`src/hsz_pkg.sv`:
```
// Purpose: homing sequencer constants
// Assumes: 32-bit AHB-Lite register bus, word aligned registers
// Notes:   speeds in r/min, positions in encoder pulses
package hsz_pkg;
    localparam logic [7:0]  ADDR_CTRL      = 8'h00;
    localparam logic [7:0]  ADDR_FAST_SPD  = 8'h04;
    localparam logic [7:0]  ADDR_SLOW_SPD  = 8'h08;
    localparam logic [7:0]  ADDR_OFS_SPD   = 8'h0C;
    localparam logic [7:0]  ADDR_ACCEL     = 8'h10;
    localparam logic [7:0]  ADDR_DECEL     = 8'h14;
    localparam logic [7:0]  ADDR_INDEX_CNT = 8'h18;
    localparam logic [7:0]  ADDR_OFFSET    = 8'h1C;
    localparam logic [7:0]  ADDR_STATUS    = 8'h20;
    localparam logic [7:0]  ADDR_POSITION  = 8'h24;

    localparam int          CTRL_START     = 0;
    localparam int          CTRL_ABORT     = 1;
    localparam int          CTRL_TYPE      = 2;
    localparam int          CTRL_DIR       = 3;
    localparam int          CTRL_OFS_EN    = 4;
    localparam int          CTRL_OT_LSB    = 5;

    localparam int          STAT_BUSY      = 0;
    localparam int          STAT_DONE      = 1;
    localparam int          STAT_ERROR     = 2;
    localparam int          STAT_CODE_LSB  = 8;

    localparam int          SPD_W          = 13;
    localparam int          ACC_W          = 12;
    localparam int          CNT_W          = 8;

    localparam logic [SPD_W-1:0] SPD_MAX   = 13'h1770;
    localparam logic [ACC_W-1:0] ACC_MAX   = 12'h0BB8;
    localparam logic [7:0]  ERR_HOMING     = 8'h44;
    localparam logic [31:0] HOME_POS       = 32'h0000_0000;

    localparam logic [1:0]  TYPE_SENSOR_Z  = 2'h0;
    localparam logic [1:0]  TYPE_SENSOR    = 2'h1;

    localparam logic [SPD_W-1:0] RST_SPD   = 13'h0000;
    localparam logic [ACC_W-1:0] RST_ACC   = 12'h000;
    localparam logic [CNT_W-1:0] RST_CNT   = 8'h01;
endpackage

```
`src/hsz_homing_seq.sv`:
```
// Purpose: homing sequencer, sensor front edge with or without index
// Assumes: sensors and index come from pins; position loop shares i_mclk
// Notes:   registers over AHB-Lite, zero wait state, response always OKAY
//
// How it works
// type 0 runs fast to sensor edge, backs out, re-finds edge slowly.
// then counts index pulses to the set count; that spot is home.
// type 1 takes the slow re-detection point as home, no counting.
// home is where the count completes, even outside the sensor area.
// homing type field: 0 sensor plus index, 1 sensor only.
// direction field: 0 positive travel, 1 negative travel.
// fast speed setting 0 to 6000 r/min for the first approach.
// slow speed setting 0 to 6000 r/min for the re-detection.
// offset speed setting 0 to 6000 r/min for the offset move.
// accel and decel settings up to 3000 govern the ramps.
// offset enable: 0 no offset move, 1 offset move after home.
// index count setting picks which index pulse ends homing.
// signed home offset in pulses; zero means no offset.
// start with zero fast, slow, accel or decel trips error 68.
// reversed at limit, no sensor off seen, opposite limit trips 68.
// limit in travel direction while counting index trips 68.
// limit stop decelerates for action 0 or 2, instant for 1 or 3.
// home presets positions; done output pulses, then follows deviation.
// installer keeps sensor signals steady while decelerating.
// installer keeps index pulses away from the count start point.
// complete flag set only on normal finish; start clears it.
// stop, servo off or trip aborts and leaves homing incomplete.
// offset enabled: move by offset at offset speed before completion.
`timescale 1ns/1ps
module hsz_homing_seq (
    input  wire logic        i_mclk,
    input  wire logic        i_rstn,
    input  wire logic        i_ce,
    input  wire logic        i_hsel,
    input  wire logic [31:0] i_haddr,
    input  wire logic [1:0]  i_htrans,
    input  wire logic        i_hwrite,
    input  wire logic [2:0]  i_hsize,
    input  wire logic [31:0] i_hwdata,
    input  wire logic        i_hready,
    output logic      [31:0] o_hrdata,
    output logic             o_hreadyout,
    output logic             o_hresp,
    input  wire logic        i_home_sensor,
    input  wire logic        i_limit_pos,
    input  wire logic        i_limit_neg,
    input  wire logic        i_index,
    input  wire logic        i_stop_req,
    input  wire logic        i_servo_on,
    input  wire logic        i_trip,
    input  wire logic        i_motor_stopped,
    input  wire logic        i_in_position,
    input  wire logic [31:0] i_position,
    output logic      [13:0] o_speed_cmd,
    output logic      [11:0] o_accel,
    output logic      [11:0] o_decel,
    output logic             o_quick_stop,
    output logic             o_preset,
    output logic      [31:0] o_preset_pos,
    output logic             o_pos_done,
    output logic             o_busy,
    output logic             o_home_done,
    output logic             o_home_error
);
    localparam int SW = hsz_pkg::SPD_W;
    localparam int AW = hsz_pkg::ACC_W;
    localparam int CW = hsz_pkg::CNT_W;

    typedef enum logic [3:0] {
        ST_IDLE, ST_FAST, ST_TURN, ST_BRAKE1, ST_BACK, ST_BRAKE2,
        ST_SLOW, ST_INDEX, ST_OFFSET, ST_SETTLE
    } hsz_state_type;

    // pin synchronisers: stage 1 feeds only stage 2
    logic [3:0] pin_s1_reg;
    logic [3:0] pin_s2_reg;
    logic [3:0] pin_d_reg;
    wire  [3:0] pin_raw = {i_index, i_limit_neg, i_limit_pos, i_home_sensor};

    always_ff @(posedge i_mclk) begin
        if (!i_rstn) begin
            pin_s1_reg <= 4'h0;
            pin_s2_reg <= 4'h0;
            pin_d_reg  <= 4'h0;
        end else if (i_ce) begin
            pin_s1_reg <= pin_raw;
            pin_s2_reg <= pin_s1_reg;
            pin_d_reg  <= pin_s2_reg;
        end
    end

    wire home      = pin_s2_reg[0];
    wire home_rise = pin_s2_reg[0] & ~pin_d_reg[0];
    wire home_fall = ~pin_s2_reg[0] & pin_d_reg[0];
    wire index_rise = pin_s2_reg[3] & ~pin_d_reg[3];

    // configuration registers
    logic          type_reg;
    logic          dir_reg;
    logic          ofs_en_reg;
    logic [1:0]    ot_act_reg;
    logic [SW-1:0] fast_reg;
    logic [SW-1:0] slow_reg;
    logic [SW-1:0] ofs_spd_reg;
    logic [AW-1:0] accel_reg;
    logic [AW-1:0] decel_reg;
    logic [CW-1:0] icnt_set_reg;
    logic [31:0]   offset_reg;

    // bus address phase capture
    logic          wr_pend_reg;
    logic [7:0]    wr_addr_reg;
    logic [31:0]   rdata_reg;
    logic [31:0]   rd_mux;
    wire           addr_ok = i_hsel & i_htrans[1] & i_hready;
    wire           wr_take = addr_ok & i_hwrite;
    wire           rd_take = addr_ok & ~i_hwrite;
    wire           wr_ctrl = wr_pend_reg & (wr_addr_reg == hsz_pkg::ADDR_CTRL);
    wire           start_w = wr_ctrl & i_hwdata[hsz_pkg::CTRL_START];
    wire           abort_w = wr_ctrl & i_hwdata[hsz_pkg::CTRL_ABORT];

    // write data clipped to the documented ranges
    wire [SW-1:0]  wd_spd  = (i_hwdata[SW-1:0] > hsz_pkg::SPD_MAX) ?
                             hsz_pkg::SPD_MAX : i_hwdata[SW-1:0];
    wire [AW-1:0]  wd_acc  = (i_hwdata[AW-1:0] > hsz_pkg::ACC_MAX) ?
                             hsz_pkg::ACC_MAX : i_hwdata[AW-1:0];

    // sequencer state
    hsz_state_type state_reg;
    hsz_state_type state_next;
    logic          rev_reg;
    logic          rev_next;
    logic          seen_home_reg;
    logic          seen_home_next;
    logic [CW-1:0] icnt_reg;
    logic [CW-1:0] icnt_next;
    logic          done_reg;
    logic          err_reg;
    logic          quick_next;
    logic          preset_next;
    logic          finish_next;
    logic          fail_next;

    wire busy      = (state_reg != ST_IDLE);
    wire bad_cfg   = (fast_reg == '0) | (slow_reg == '0) |
                     (accel_reg == '0) | (decel_reg == '0);
    wire interrupt = i_stop_req | ~i_servo_on | i_trip | abort_w;
    wire lim_fwd   = dir_reg ? pin_s2_reg[2] : pin_s2_reg[1];
    wire lim_bwd   = dir_reg ? pin_s2_reg[1] : pin_s2_reg[2];
    wire ot_quick  = ot_act_reg[0];
    wire [CW-1:0] icnt_inc  = icnt_reg + CW'(1);
    wire          icnt_hit  = (icnt_inc >= icnt_set_reg);
    wire          ofs_zero  = (offset_reg == 32'h0000_0000);
    wire          ofs_neg   = offset_reg[31];
    wire          ofs_reach = ofs_neg ? ($signed(i_position) <= $signed(offset_reg)) :
                                        ($signed(i_position) >= $signed(offset_reg));

    always_comb begin
        state_next     = state_reg;
        rev_next       = rev_reg;
        seen_home_next = seen_home_reg;
        icnt_next      = icnt_reg;
        quick_next     = 1'b0;
        preset_next    = 1'b0;
        finish_next    = 1'b0;
        fail_next      = 1'b0;
        case (state_reg)
            ST_IDLE: begin
                rev_next       = 1'b0;
                seen_home_next = 1'b0;
                icnt_next      = '0;
                if (start_w && !interrupt) begin
                    if (bad_cfg) begin
                        fail_next = 1'b1;
                    end else if (home) begin
                        state_next = ST_BRAKE1;
                    end else begin
                        state_next = ST_FAST;
                    end
                end
            end
            ST_FAST: begin
                if (!rev_reg) begin
                    if (home_rise) begin
                        state_next = ST_BRAKE1;
                    end else if (lim_fwd) begin
                        quick_next = ot_quick;
                        rev_next   = 1'b1;
                        state_next = ST_TURN;
                    end
                end else begin
                    if (home) begin
                        seen_home_next = 1'b1;
                    end
                    if (lim_bwd) begin
                        quick_next = ot_quick;
                        fail_next  = 1'b1;
                    end else if (home_fall && seen_home_reg) begin
                        rev_next   = 1'b0;
                        state_next = ST_TURN;
                    end
                end
            end
            ST_TURN: begin
                quick_next = ot_quick;
                if (i_motor_stopped) begin
                    seen_home_next = 1'b0;
                    state_next     = ST_FAST;
                end
            end
            ST_BRAKE1: begin
                if (i_motor_stopped) begin
                    state_next = ST_BACK;
                end
            end
            ST_BACK: begin
                if (lim_bwd) begin
                    quick_next = ot_quick;
                    fail_next  = 1'b1;
                end else if (!home) begin
                    state_next = ST_BRAKE2;
                end
            end
            ST_BRAKE2: begin
                if (i_motor_stopped) begin
                    state_next = ST_SLOW;
                end
            end
            ST_SLOW: begin
                if (lim_fwd) begin
                    quick_next = ot_quick;
                    fail_next  = 1'b1;
                end else if (home_rise) begin
                    if (type_reg) begin
                        preset_next = 1'b1;
                        state_next  = ofs_en_reg ? ST_OFFSET : ST_SETTLE;
                    end else begin
                        icnt_next  = '0;
                        state_next = ST_INDEX;
                    end
                end
            end
            ST_INDEX: begin
                // sensor level is ignored here on purpose
                if (lim_fwd) begin
                    quick_next = ot_quick;
                    fail_next  = 1'b1;
                end else if (index_rise) begin
                    icnt_next = icnt_inc;
                    if (icnt_hit) begin
                        preset_next = 1'b1;
                        state_next  = ofs_en_reg ? ST_OFFSET : ST_SETTLE;
                    end
                end
            end
            ST_OFFSET: begin
                if (ofs_zero || ofs_reach) begin
                    state_next = ST_SETTLE;
                end
            end
            ST_SETTLE: begin
                if (i_motor_stopped) begin
                    finish_next = 1'b1;
                    state_next  = ST_IDLE;
                end
            end
            default: begin
                state_next = ST_IDLE;
            end
        endcase
        if (fail_next || (busy && interrupt)) begin
            state_next  = ST_IDLE;
            finish_next = 1'b0;
            preset_next = 1'b0;
        end
    end

    // speed command per state, sign from direction and phase, from the offset sign in ST_OFFSET
    logic [SW-1:0] spd_mag;
    logic          spd_neg;
    always_comb begin
        spd_mag = '0;
        spd_neg = dir_reg;
        case (state_reg)
            ST_FAST: begin
                spd_mag = fast_reg;
                spd_neg = dir_reg ^ rev_reg;
            end
            ST_BACK: begin
                spd_mag = slow_reg;
                spd_neg = ~dir_reg;
            end
            ST_SLOW, ST_INDEX: begin
                spd_mag = slow_reg;
            end
            ST_OFFSET: begin
                spd_mag = ofs_spd_reg;
                spd_neg = ofs_neg;
            end
            default: begin
                spd_mag = '0;
            end
        endcase
    end
    wire [13:0] spd_ext = {1'b0, spd_mag};
    wire [13:0] spd_cmd = spd_neg ? 14'(-spd_ext) : spd_ext;

    always_ff @(posedge i_mclk) begin
        if (!i_rstn) begin
            state_reg     <= ST_IDLE;
            rev_reg       <= 1'b0;
            seen_home_reg <= 1'b0;
            icnt_reg      <= '0;
            done_reg      <= 1'b0;
            err_reg       <= 1'b0;
            o_speed_cmd   <= 14'h0000;
            o_quick_stop  <= 1'b0;
            o_preset      <= 1'b0;
            o_pos_done    <= 1'b0;
        end else if (i_ce) begin
            state_reg     <= state_next;
            rev_reg       <= rev_next;
            seen_home_reg <= seen_home_next;
            icnt_reg      <= icnt_next;
            o_speed_cmd   <= (state_next == state_reg) ? spd_cmd : 14'h0000;
            o_quick_stop  <= quick_next;
            o_preset      <= preset_next;
            o_pos_done    <= preset_next | i_in_position;
            if (start_w && !busy) begin
                done_reg <= 1'b0;
                err_reg  <= fail_next;
            end else if (fail_next) begin
                err_reg  <= 1'b1;
            end
            if (finish_next) begin
                done_reg <= 1'b1;
            end else if (busy && interrupt) begin
                done_reg <= 1'b0;
            end
        end
    end

    always_ff @(posedge i_mclk) begin
        if (!i_rstn) begin
            wr_pend_reg  <= 1'b0;
            wr_addr_reg  <= 8'h00;
            rdata_reg    <= 32'h0000_0000;
            type_reg     <= 1'b0;
            dir_reg      <= 1'b0;
            ofs_en_reg   <= 1'b0;
            ot_act_reg   <= 2'h0;
            fast_reg     <= hsz_pkg::RST_SPD;
            slow_reg     <= hsz_pkg::RST_SPD;
            ofs_spd_reg  <= hsz_pkg::RST_SPD;
            accel_reg    <= hsz_pkg::RST_ACC;
            decel_reg    <= hsz_pkg::RST_ACC;
            icnt_set_reg <= hsz_pkg::RST_CNT;
            offset_reg   <= 32'h0000_0000;
        end else if (i_ce) begin
            wr_pend_reg <= wr_take;
            wr_addr_reg <= i_haddr[7:0];
            if (rd_take) begin
                rdata_reg <= rd_mux;
            end
            // settings are frozen while a sequence runs
            if (wr_pend_reg && !busy) begin
                case (wr_addr_reg)
                    hsz_pkg::ADDR_CTRL: begin
                        type_reg   <= i_hwdata[hsz_pkg::CTRL_TYPE];
                        dir_reg    <= i_hwdata[hsz_pkg::CTRL_DIR];
                        ofs_en_reg <= i_hwdata[hsz_pkg::CTRL_OFS_EN];
                        ot_act_reg <= i_hwdata[hsz_pkg::CTRL_OT_LSB +: 2];
                    end
                    hsz_pkg::ADDR_FAST_SPD:  fast_reg     <= wd_spd;
                    hsz_pkg::ADDR_SLOW_SPD:  slow_reg     <= wd_spd;
                    hsz_pkg::ADDR_OFS_SPD:   ofs_spd_reg  <= wd_spd;
                    hsz_pkg::ADDR_ACCEL:     accel_reg    <= wd_acc;
                    hsz_pkg::ADDR_DECEL:     decel_reg    <= wd_acc;
                    hsz_pkg::ADDR_INDEX_CNT: icnt_set_reg <= i_hwdata[CW-1:0];
                    hsz_pkg::ADDR_OFFSET:    offset_reg   <= i_hwdata;
                    default: begin
                    end
                endcase
            end
        end
    end

    // read mux, sampled in the address phase
    wire  [31:0] ctrl_rd = {25'h0, ot_act_reg, ofs_en_reg, dir_reg, type_reg, 2'b00};
    wire  [31:0] stat_rd = {16'h0, err_reg ? hsz_pkg::ERR_HOMING : 8'h00,
                            state_reg, 1'b0, err_reg, done_reg, busy};
    always_comb begin
        case (i_haddr[7:0])
            hsz_pkg::ADDR_CTRL:      rd_mux = ctrl_rd;
            hsz_pkg::ADDR_FAST_SPD:  rd_mux = {19'h0, fast_reg};
            hsz_pkg::ADDR_SLOW_SPD:  rd_mux = {19'h0, slow_reg};
            hsz_pkg::ADDR_OFS_SPD:   rd_mux = {19'h0, ofs_spd_reg};
            hsz_pkg::ADDR_ACCEL:     rd_mux = {20'h0, accel_reg};
            hsz_pkg::ADDR_DECEL:     rd_mux = {20'h0, decel_reg};
            hsz_pkg::ADDR_INDEX_CNT: rd_mux = {24'h0, icnt_set_reg};
            hsz_pkg::ADDR_OFFSET:    rd_mux = offset_reg;
            hsz_pkg::ADDR_STATUS:    rd_mux = stat_rd;
            hsz_pkg::ADDR_POSITION:  rd_mux = i_position;
            default:                 rd_mux = 32'h0000_0000;
        endcase
    end

    always_ff @(posedge i_mclk) begin
        if (!i_rstn) begin
            o_hreadyout  <= 1'b0;
            o_hresp      <= 1'b0;
            o_accel      <= 12'h000;
            o_decel      <= 12'h000;
            o_preset_pos <= 32'h0000_0000;
            o_busy       <= 1'b0;
            o_home_done  <= 1'b0;
            o_home_error <= 1'b0;
        end else if (i_ce) begin
            o_hreadyout  <= 1'b1;
            o_hresp      <= 1'b0;
            o_accel      <= accel_reg;
            o_decel      <= decel_reg;
            o_preset_pos <= hsz_pkg::HOME_POS;
            o_busy       <= (state_next != ST_IDLE);
            o_home_done  <= (done_reg & ~start_w) | finish_next;
            o_home_error <= (err_reg & ~start_w) | fail_next;
        end
    end

    assign o_hrdata = rdata_reg;
endmodule

```
`config.mk`:
```
export PLATFORM = sky130hd
export DESIGN_NAME = hsz_homing_seq
export DESIGN_NICKNAME = d
export VERILOG_FILES = /design/src/hsz_pkg.sv /design/src/hsz_homing_seq.sv
export SDC_FILE = /design/constraint.sdc
export NUM_CORES = 1
export LEC_CHECK = 0
export BUFFER_PORTS_ARGS = -buffer_cell sky130_fd_sc_hd__clkbuf_2
export CAP_MARGIN = 25
export CORE_ASPECT_RATIO = 0.6
export CORE_MARGIN = 2
export CORE_UTILIZATION = 35
export CTS_BUF_LIST = sky130_fd_sc_hd__clkbuf_4
export DETAILED_ROUTE_END_ITERATION = 7
export HOLD_SLACK_MARGIN = 0.08
export PLACE_DENSITY = 0.55
export SYNTH_ARGS = -nofsm -noshare
export SYNTH_HDL_FRONTEND = slang
export SYNTH_SLANG_ARGS = --single-unit
export TNS_END_PERCENT = 50
```
`constraint.sdc`:
```
create_clock -name i_mclk -period 3.3 [get_ports i_mclk]
set_input_delay 0.66 -clock i_mclk [delete_from_list [all_inputs] [get_ports i_mclk]]
set_output_delay 0.66 -clock i_mclk [all_outputs]
set_load 0.005 [all_outputs]
```
=== Yosys cells after proc, flatten, opt, wreduce, memory -nomap -nowiden ===
Cells that the tools add are included.

* Flip-flop bits (word level): 222
* Input port bits: 116
* Output and inout bits: 110
* Word-level logic and storage cells: 220

* Add/subtract/negate cells: 2
* Magnitude comparators: 5
* Equality and inequality tests: 34
* Mux-type cells: 77
* Bitwise gates (word level): 29
* Reduce and logical (&&, ||, !) cells: 40

{| class="wikitable"
|+ Operator list
! cell !! count
|-
| $pmux 32 s10 || 1
|-
| $mux 4 || 21
|-
| $eq 8x5->1 const B || 8
|-
| $mux 8 || 5
|-
| $pmux 4 s10 || 1
|-
| $pmux 13 s3 || 1
|-
| $mux 1 || 35
|-
| $eq 8x4->1 const B || 4
|-
| $ge 32x32->1 || 1
|-
| $le 32x32->1 || 1
|-
| $logic_not 32->1 || 1
|-
| $mux 14 || 2
|-
| $logic_not 13->1 || 2
|-
| $logic_not 12->1 || 2
|-
| $pmux 8 s3 || 1
|-
| $reduce_and 3->1 || 8
|-
| $eq 4x3->1 const B || 4
|-
| $eq 8x3->1 const B || 2
|-
| $eq 8x6->1 const B || 2
|-
| $logic_not 8->1 || 2
|-
| $ne 2x2->1 const B || 8
|-
| $neg 13->14 || 1
|-
| $gt 13x13->1 const B || 1
|-
| $mux 13 || 1
|-
| 29 further kinds || 72
|}

=== Depth between registers and ports, before layout ===
* Depth in word-level cells: 12
* Depth in mapped cells: 15
* Mapped depth without buffers: 14

=== Worst setup path before layout ===
No wires, ideal clock.

* Path type: flip-flop to flip-flop
* Start: reg icnt_reg[0]
* End: reg o_speed_cmd[0]
* Setup time: 136 ps
* Arrival time: 2,782 ps
* Data required time: 3,164 ps
* Path slack: 382 ps
* Cell stages (with the launch flop): 16
* Buffers on the path: 1
* Period minus slack after synthesis: 2,918 ps
* Cells stage by stage: dfxtp_1 -> ha_1 -> nand3_1 -> nor2_1 -> xor2_1 -> ha_1 -> o21ai_0 -> nor2_1 -> a211oi_1 -> nand2b_1 -> nand4_1 -> nand3b_1 -> o2111ai_1 -> a31oi_2 -> buf_4 -> o31ai_2

* Cells in the longest elaborated chain, start to end: 9

{| class="wikitable"
|+ Ends and longest elaborated chain
! what !! line !! source
|-
| start: declaration || hsz_homing_seq.sv:135 || <nowiki>logic [CW-1:0] icnt_reg;</nowiki>
|-
| start signal: assignment || hsz_homing_seq.sv:324 || <nowiki>icnt_reg <= icnt_next;</nowiki>
|-
| $add 8x1->8 || hsz_homing_seq.sv:151 || <nowiki>wire [CW-1:0] icnt_inc = icnt_reg + CW'(1);</nowiki>
|-
| $ge 8x8->1 || hsz_homing_seq.sv:152 || <nowiki>wire icnt_hit = (icnt_inc >= icnt_set_reg);</nowiki>
|-
| $mux 4 || hsz_homing_seq.sv:250 || <nowiki>if (icnt_hit) begin</nowiki>
|-
| $mux 4 || hsz_homing_seq.sv:248 || <nowiki>end else if (index_rise) begin</nowiki>
|-
| $mux 4 || hsz_homing_seq.sv:245 || <nowiki>if (lim_fwd) begin</nowiki>
|-
| $pmux 4 s10 || hsz_homing_seq.sv:167 || <nowiki>case (state_reg)</nowiki>
|-
| $mux 4 || hsz_homing_seq.sv:271 || <nowiki>if (fail_next || (busy && interrupt)) begin</nowiki>
|-
| $eq 4x4->1 || hsz_homing_seq.sv:325 || <nowiki>o_speed_cmd <= (state_next == state_reg) ? spd_cmd : 14'h0000;</nowiki>
|-
| $mux 14 || hsz_homing_seq.sv:325 ||
|-
| end signal: assignment || hsz_homing_seq.sv:325 ||
|-
| end: declaration || hsz_homing_seq.sv:54 || <nowiki>output logic [13:0] o_speed_cmd,</nowiki>
|}

Every way passes these cells.
A chain may end at the register's enable or synchronous reset.

=== Worst setup path in the final report ===
* Start: reg icnt_reg[1]
* End: reg o_speed_cmd[7]

Same word-level chain as after synthesis.

==> impl_metrics.sql <==
INSERT INTO impl_metrics (metric_group, metric, value, unit) VALUES
('global_route', 'global_route.usage.met1', '0.365', ''),
('floorplan', 'dieArea', '34700', 'sq um'),
('finish', 'area_growth', '18.2', '%'),
('cts', 'insertion_delay_of_the_later_clocked_pin_in_the_worst_skew_pair', '0.76', 'ns'),
('sta', 'hold_ws', '0.131', 'ns'),
('sta', 'report.final.slew_viol_count', '0', ''),
('place', 'dpl_worst_slack', '0.0349', 'ns'),
('logic_synthesis', 'synth_enable_flop_cells', '0', ''),
('place', 'numPortBuffers', '164', ''),
('power_and_ir_drop', 'static_leakage', '5.37', 'nW'),
('worst_hold_path', 'min-delay-start', 'i_hwdata[27]', ''),
('setup_path', 'crit_chain', 'ha_4, nand3_2, nor2_2, xor2_1, ha_2, o21ai_4, nor2_2, a211oi_2, buf_4, buf_4, nor3_4, o21bai_4, nor2_4, nor4b_4, nand2_2, buf_12, o31ai_2', ''),
('global_route', 'global_route_congestion_overflow_total', '0', ''),
('route', 'viasPerCell', '5.47', ''),
('sta', 'layout_worst_path_cycle_share', '0.942', ''),
('logic_synthesis', 'synthAdderAreaFrac', '0.0452', ''),
('worst_hold_path', 'hold_end', 'offset_reg[27]', ''),
('sta', 'clock_skew', '0.0449', 'ns'),
('setup_path', 'critical-path-slowest-cell', 'dfxtp_2', ''),
('route', 'antenna_left', '0', ''),
('sta', 'final_number_of_hold_violating_endpoints', '0', ''),
('route', 'wl', '41.9', 'mm'),
('sta', 'endpoints_failing_setup', '0', ''),
('finish', 'layout-drive-gt1-share', '0.217', ''),
('setup_path', 'crit_buf_inv', '3', ''),
('floorplan', 'start_util', '0.357', ''),
('logic_synthesis', 'synth.distinct_cells', '84', ''),
('logic_synthesis', 'syn-cell-area', '11600', 'sq um'),
('setup_path', 'cp_class', 'flip-flop to flip-flop', ''),
('route', 'route.detailed.drc', '0', ''),
('setup_path', 'worst-endpoint-required', '3.93', 'ns'),
('sta', 'rel_slew_slack', '0.382', ''),
('logic_synthesis', 'syn_avg_cell_area', '8.06', 'sq um'),
('global_route', 'grt_pass1_vias', '10300', ''),
('job', 'drv_cap', '0', ''),
('sta', 'timing.fmax', '0.322', 'GHz'),
('finish', 'most_used_cells_in_the_layout_excluding_fill_and_tap_cells', '261 x nor2_1, 215 x dfxtp_1, 163 x clkbuf_2, 150 x nand2_1, 142 x a21oi_1', ''),
('logic_synthesis', 'synth_mux_area_frac', '0.0642', ''),
('setup_path', 'worst_r2r_path_depth', '17', ''),
('logic_synthesis', 'synthesized_area_fraction_occupied_by_ao_oa_aoi_and_oai_cells', '0.199', ''),
('setup_path', 'cp_slowest_stage_delay', '0.38', 'ns'),
('floorplan', 'floorplan.rows', '51', ''),
('sta', 'final_critical_path_setup_slack', '0.191', 'ns'),
('sta', 'max_slew.worst_pin.slew', '0.927', 'ns'),
('route', 'drt_first_iter_violations', '1161', ''),
('finish', 'layout.filler_cells', '3349', ''),
('finish', 'mostFrequentLayoutCell', 'nor2_1', ''),
('logic_synthesis', 'postSynthRegisterBits', '220', ''),
('setup_path', 'startpoint_class_of_the_critical_path', 'flip-flop', ''),
('cts', 'clock-root-buffer', 'clkbuf_4', ''),
('finish', 'finish.net_count', '1787', ''),
('cts', 'tritoncts.num_buffers', '56', ''),
('logic_synthesis', 'dominant_combinational_cell_family_by_area_after_synthesis', 'simple AND/OR/NAND/NOR gates', ''),
('power_and_ir_drop', 'post-layout-total-power', '5.37', 'mW'),
('floorplan', 'die-width', '239', 'um'),
('setup_path', 'worst-path-max-fanout', '14', ''),
('cts', 'clock_path_buffers', '3', ''),
('place', 'routabilityCongestion', '0.939', ''),
('global_route', 'grt_most_used_layer', 'met1', ''),
('global_route', 'grt.met2_usage', '0.309', ''),
('setup_path', 'timing.critical_path.to_type', 'flip-flop', ''),
('status', 'status', 'completed', ''),
('setup_path', 'reg2reg_setup_slack', '0.19', 'ns'),
('global_route', 'grt_first_pass_wirelength', '63.0', 'mm'),
('logic_synthesis', 'ys_seq_area_frac', '0.379', ''),
('logic_synthesis', 'yosys_warnings', '0', ''),
('global_route', 'initial_antenna_violation_count', '2', ''),
('logic_synthesis', 'postSynth.topFlopCell', 'dfxtp_1', ''),
('setup_path', 'reg2reg_to', 'o_speed_cmd[7]', ''),
('finish', 'final-seq-area', '4420', 'sq um'),
('floorplan', 'total_core_area', '32500', 'sq um');
worst register-to-register path, stage by stage, from the launching register on:
cell	delay, ns
dfxtp_2	0.38
ha_4	0.16
nand3_2	0.10
nor2_2	0.10
xor2_1	0.21
ha_2	0.33
o21ai_4	0.15
nor2_2	0.05
a211oi_2	0.21
buf_4	0.19
buf_4	0.13
nor3_4	0.04
o21bai_4	0.15
nor2_4	0.06
nor4b_4	0.24
nand2_2	0.10
buf_12	0.16
o31ai_2	0.23
kinds of logic after synthesis:
kind of cell    count (synthesis)
mux                            74
simple gates                  573
other cells                     1
fa+ha+maj                      42
buf+inv                       172
flops                         220
compound gates                341
xor+xnor                       20
where the power goes:
| part | internal [mW] | switching [mW] | total (mW) |
|---|---|---|---|
| combinational | 0.121 | 0.237 | 0.357 |
| sequential | 2.67 | 0.0146 | 2.68 |
| clock | 1.13 | 1.20 | 2.33 |
what timing repair did:
item                                    4_1_cts  5_1_grt
pin swaps                                     0       12
gates cloned                                  0        1
setup buffers                                 0        2
endpoints found under the setup margin        9       14
hold buffers                                  0        0
resized for setup                             1       31
worst max-delay path by stage:
stage	start	end	slack, ns	depth (start not counted)
global route	icnt_reg[1]	o_speed_cmd[1]	-0.01	17
global placement	icnt_reg[0]	o_speed_cmd[0]	0.08	16
detailed placement	icnt_reg[0]	o_speed_cmd[7]	0.03	17
floorplan	icnt_reg[0]	o_speed_cmd[0]	0.38	15
CTS	icnt_reg[0]	o_speed_cmd[7]	0.02	17
finish	icnt_reg[1]	o_speed_cmd[7]	0.19	17
through the flow:
stage | util | cells
6_report | 0.422 | 2091
4_1_cts | 0.417 | 2087
2_1_floorplan | - | 1475
3_5_place_dp | 0.396 | 1992
5_1_grt | 0.422 | 2091
3_3_place_gp | 0.396 | 1992
cell usage after synthesis, types with 4 or more instances:
cell type  count  area [sq um]
nor2_1       266           998
dfxtp_1      220          4400
nand2_1      150           563
a21oi_1      143           716
mux2i_1       71           711
clkbuf_1      66           248
inv_1         47           176
a22oi_1       43           323
ha_1          42           526
buf_4         35           263
nand3_1       26           130
nor4_1        23           144
a31oi_1       19           119
a211oi_1      18           135
nor3_1        18          90.1
o21ai_0       18          90.1
a221oi_1      15           131
nand4_1       14          87.6
nor2b_1       14          87.6
a222oi_1      13           130
a22o_1        11          96.3
o31ai_2       11           138
xnor2_1       11          96.3
and3_1         9          56.3
xor2_1         9          78.8
nand3b_1       8          60.1
nor3b_1        8          60.1
buf_1          7          26.3
o21a_1         7          52.6
buf_2          6          30.0
buf_6          6          67.6
nand2b_1       5          31.3
o31ai_1        5          37.5
a221o_1        4          40.0
o211ai_1       4          30.0
o21ai_1        4          20.0
layer usage:
layer  vias to the layer above  part of all wire
met5                         -                 0
met1                      5380              0.49
met2                       532              0.39
li1                       5457                 -
met3                        59              0.11
met4                         0             0.016
cell type report:
cell class	instances	area share
Inverter	49	0.0137
Antenna cell	1	0.000182
Multi-Input combinational cell	1083	0.483
Tap cell	424	0.0386
Clock inverter	20	0.00801
Timing Repair Buffer	219	0.0940
Sequential cell	220	0.321
Clock buffer	75	0.0410
(Power assumes the default switching activity.)
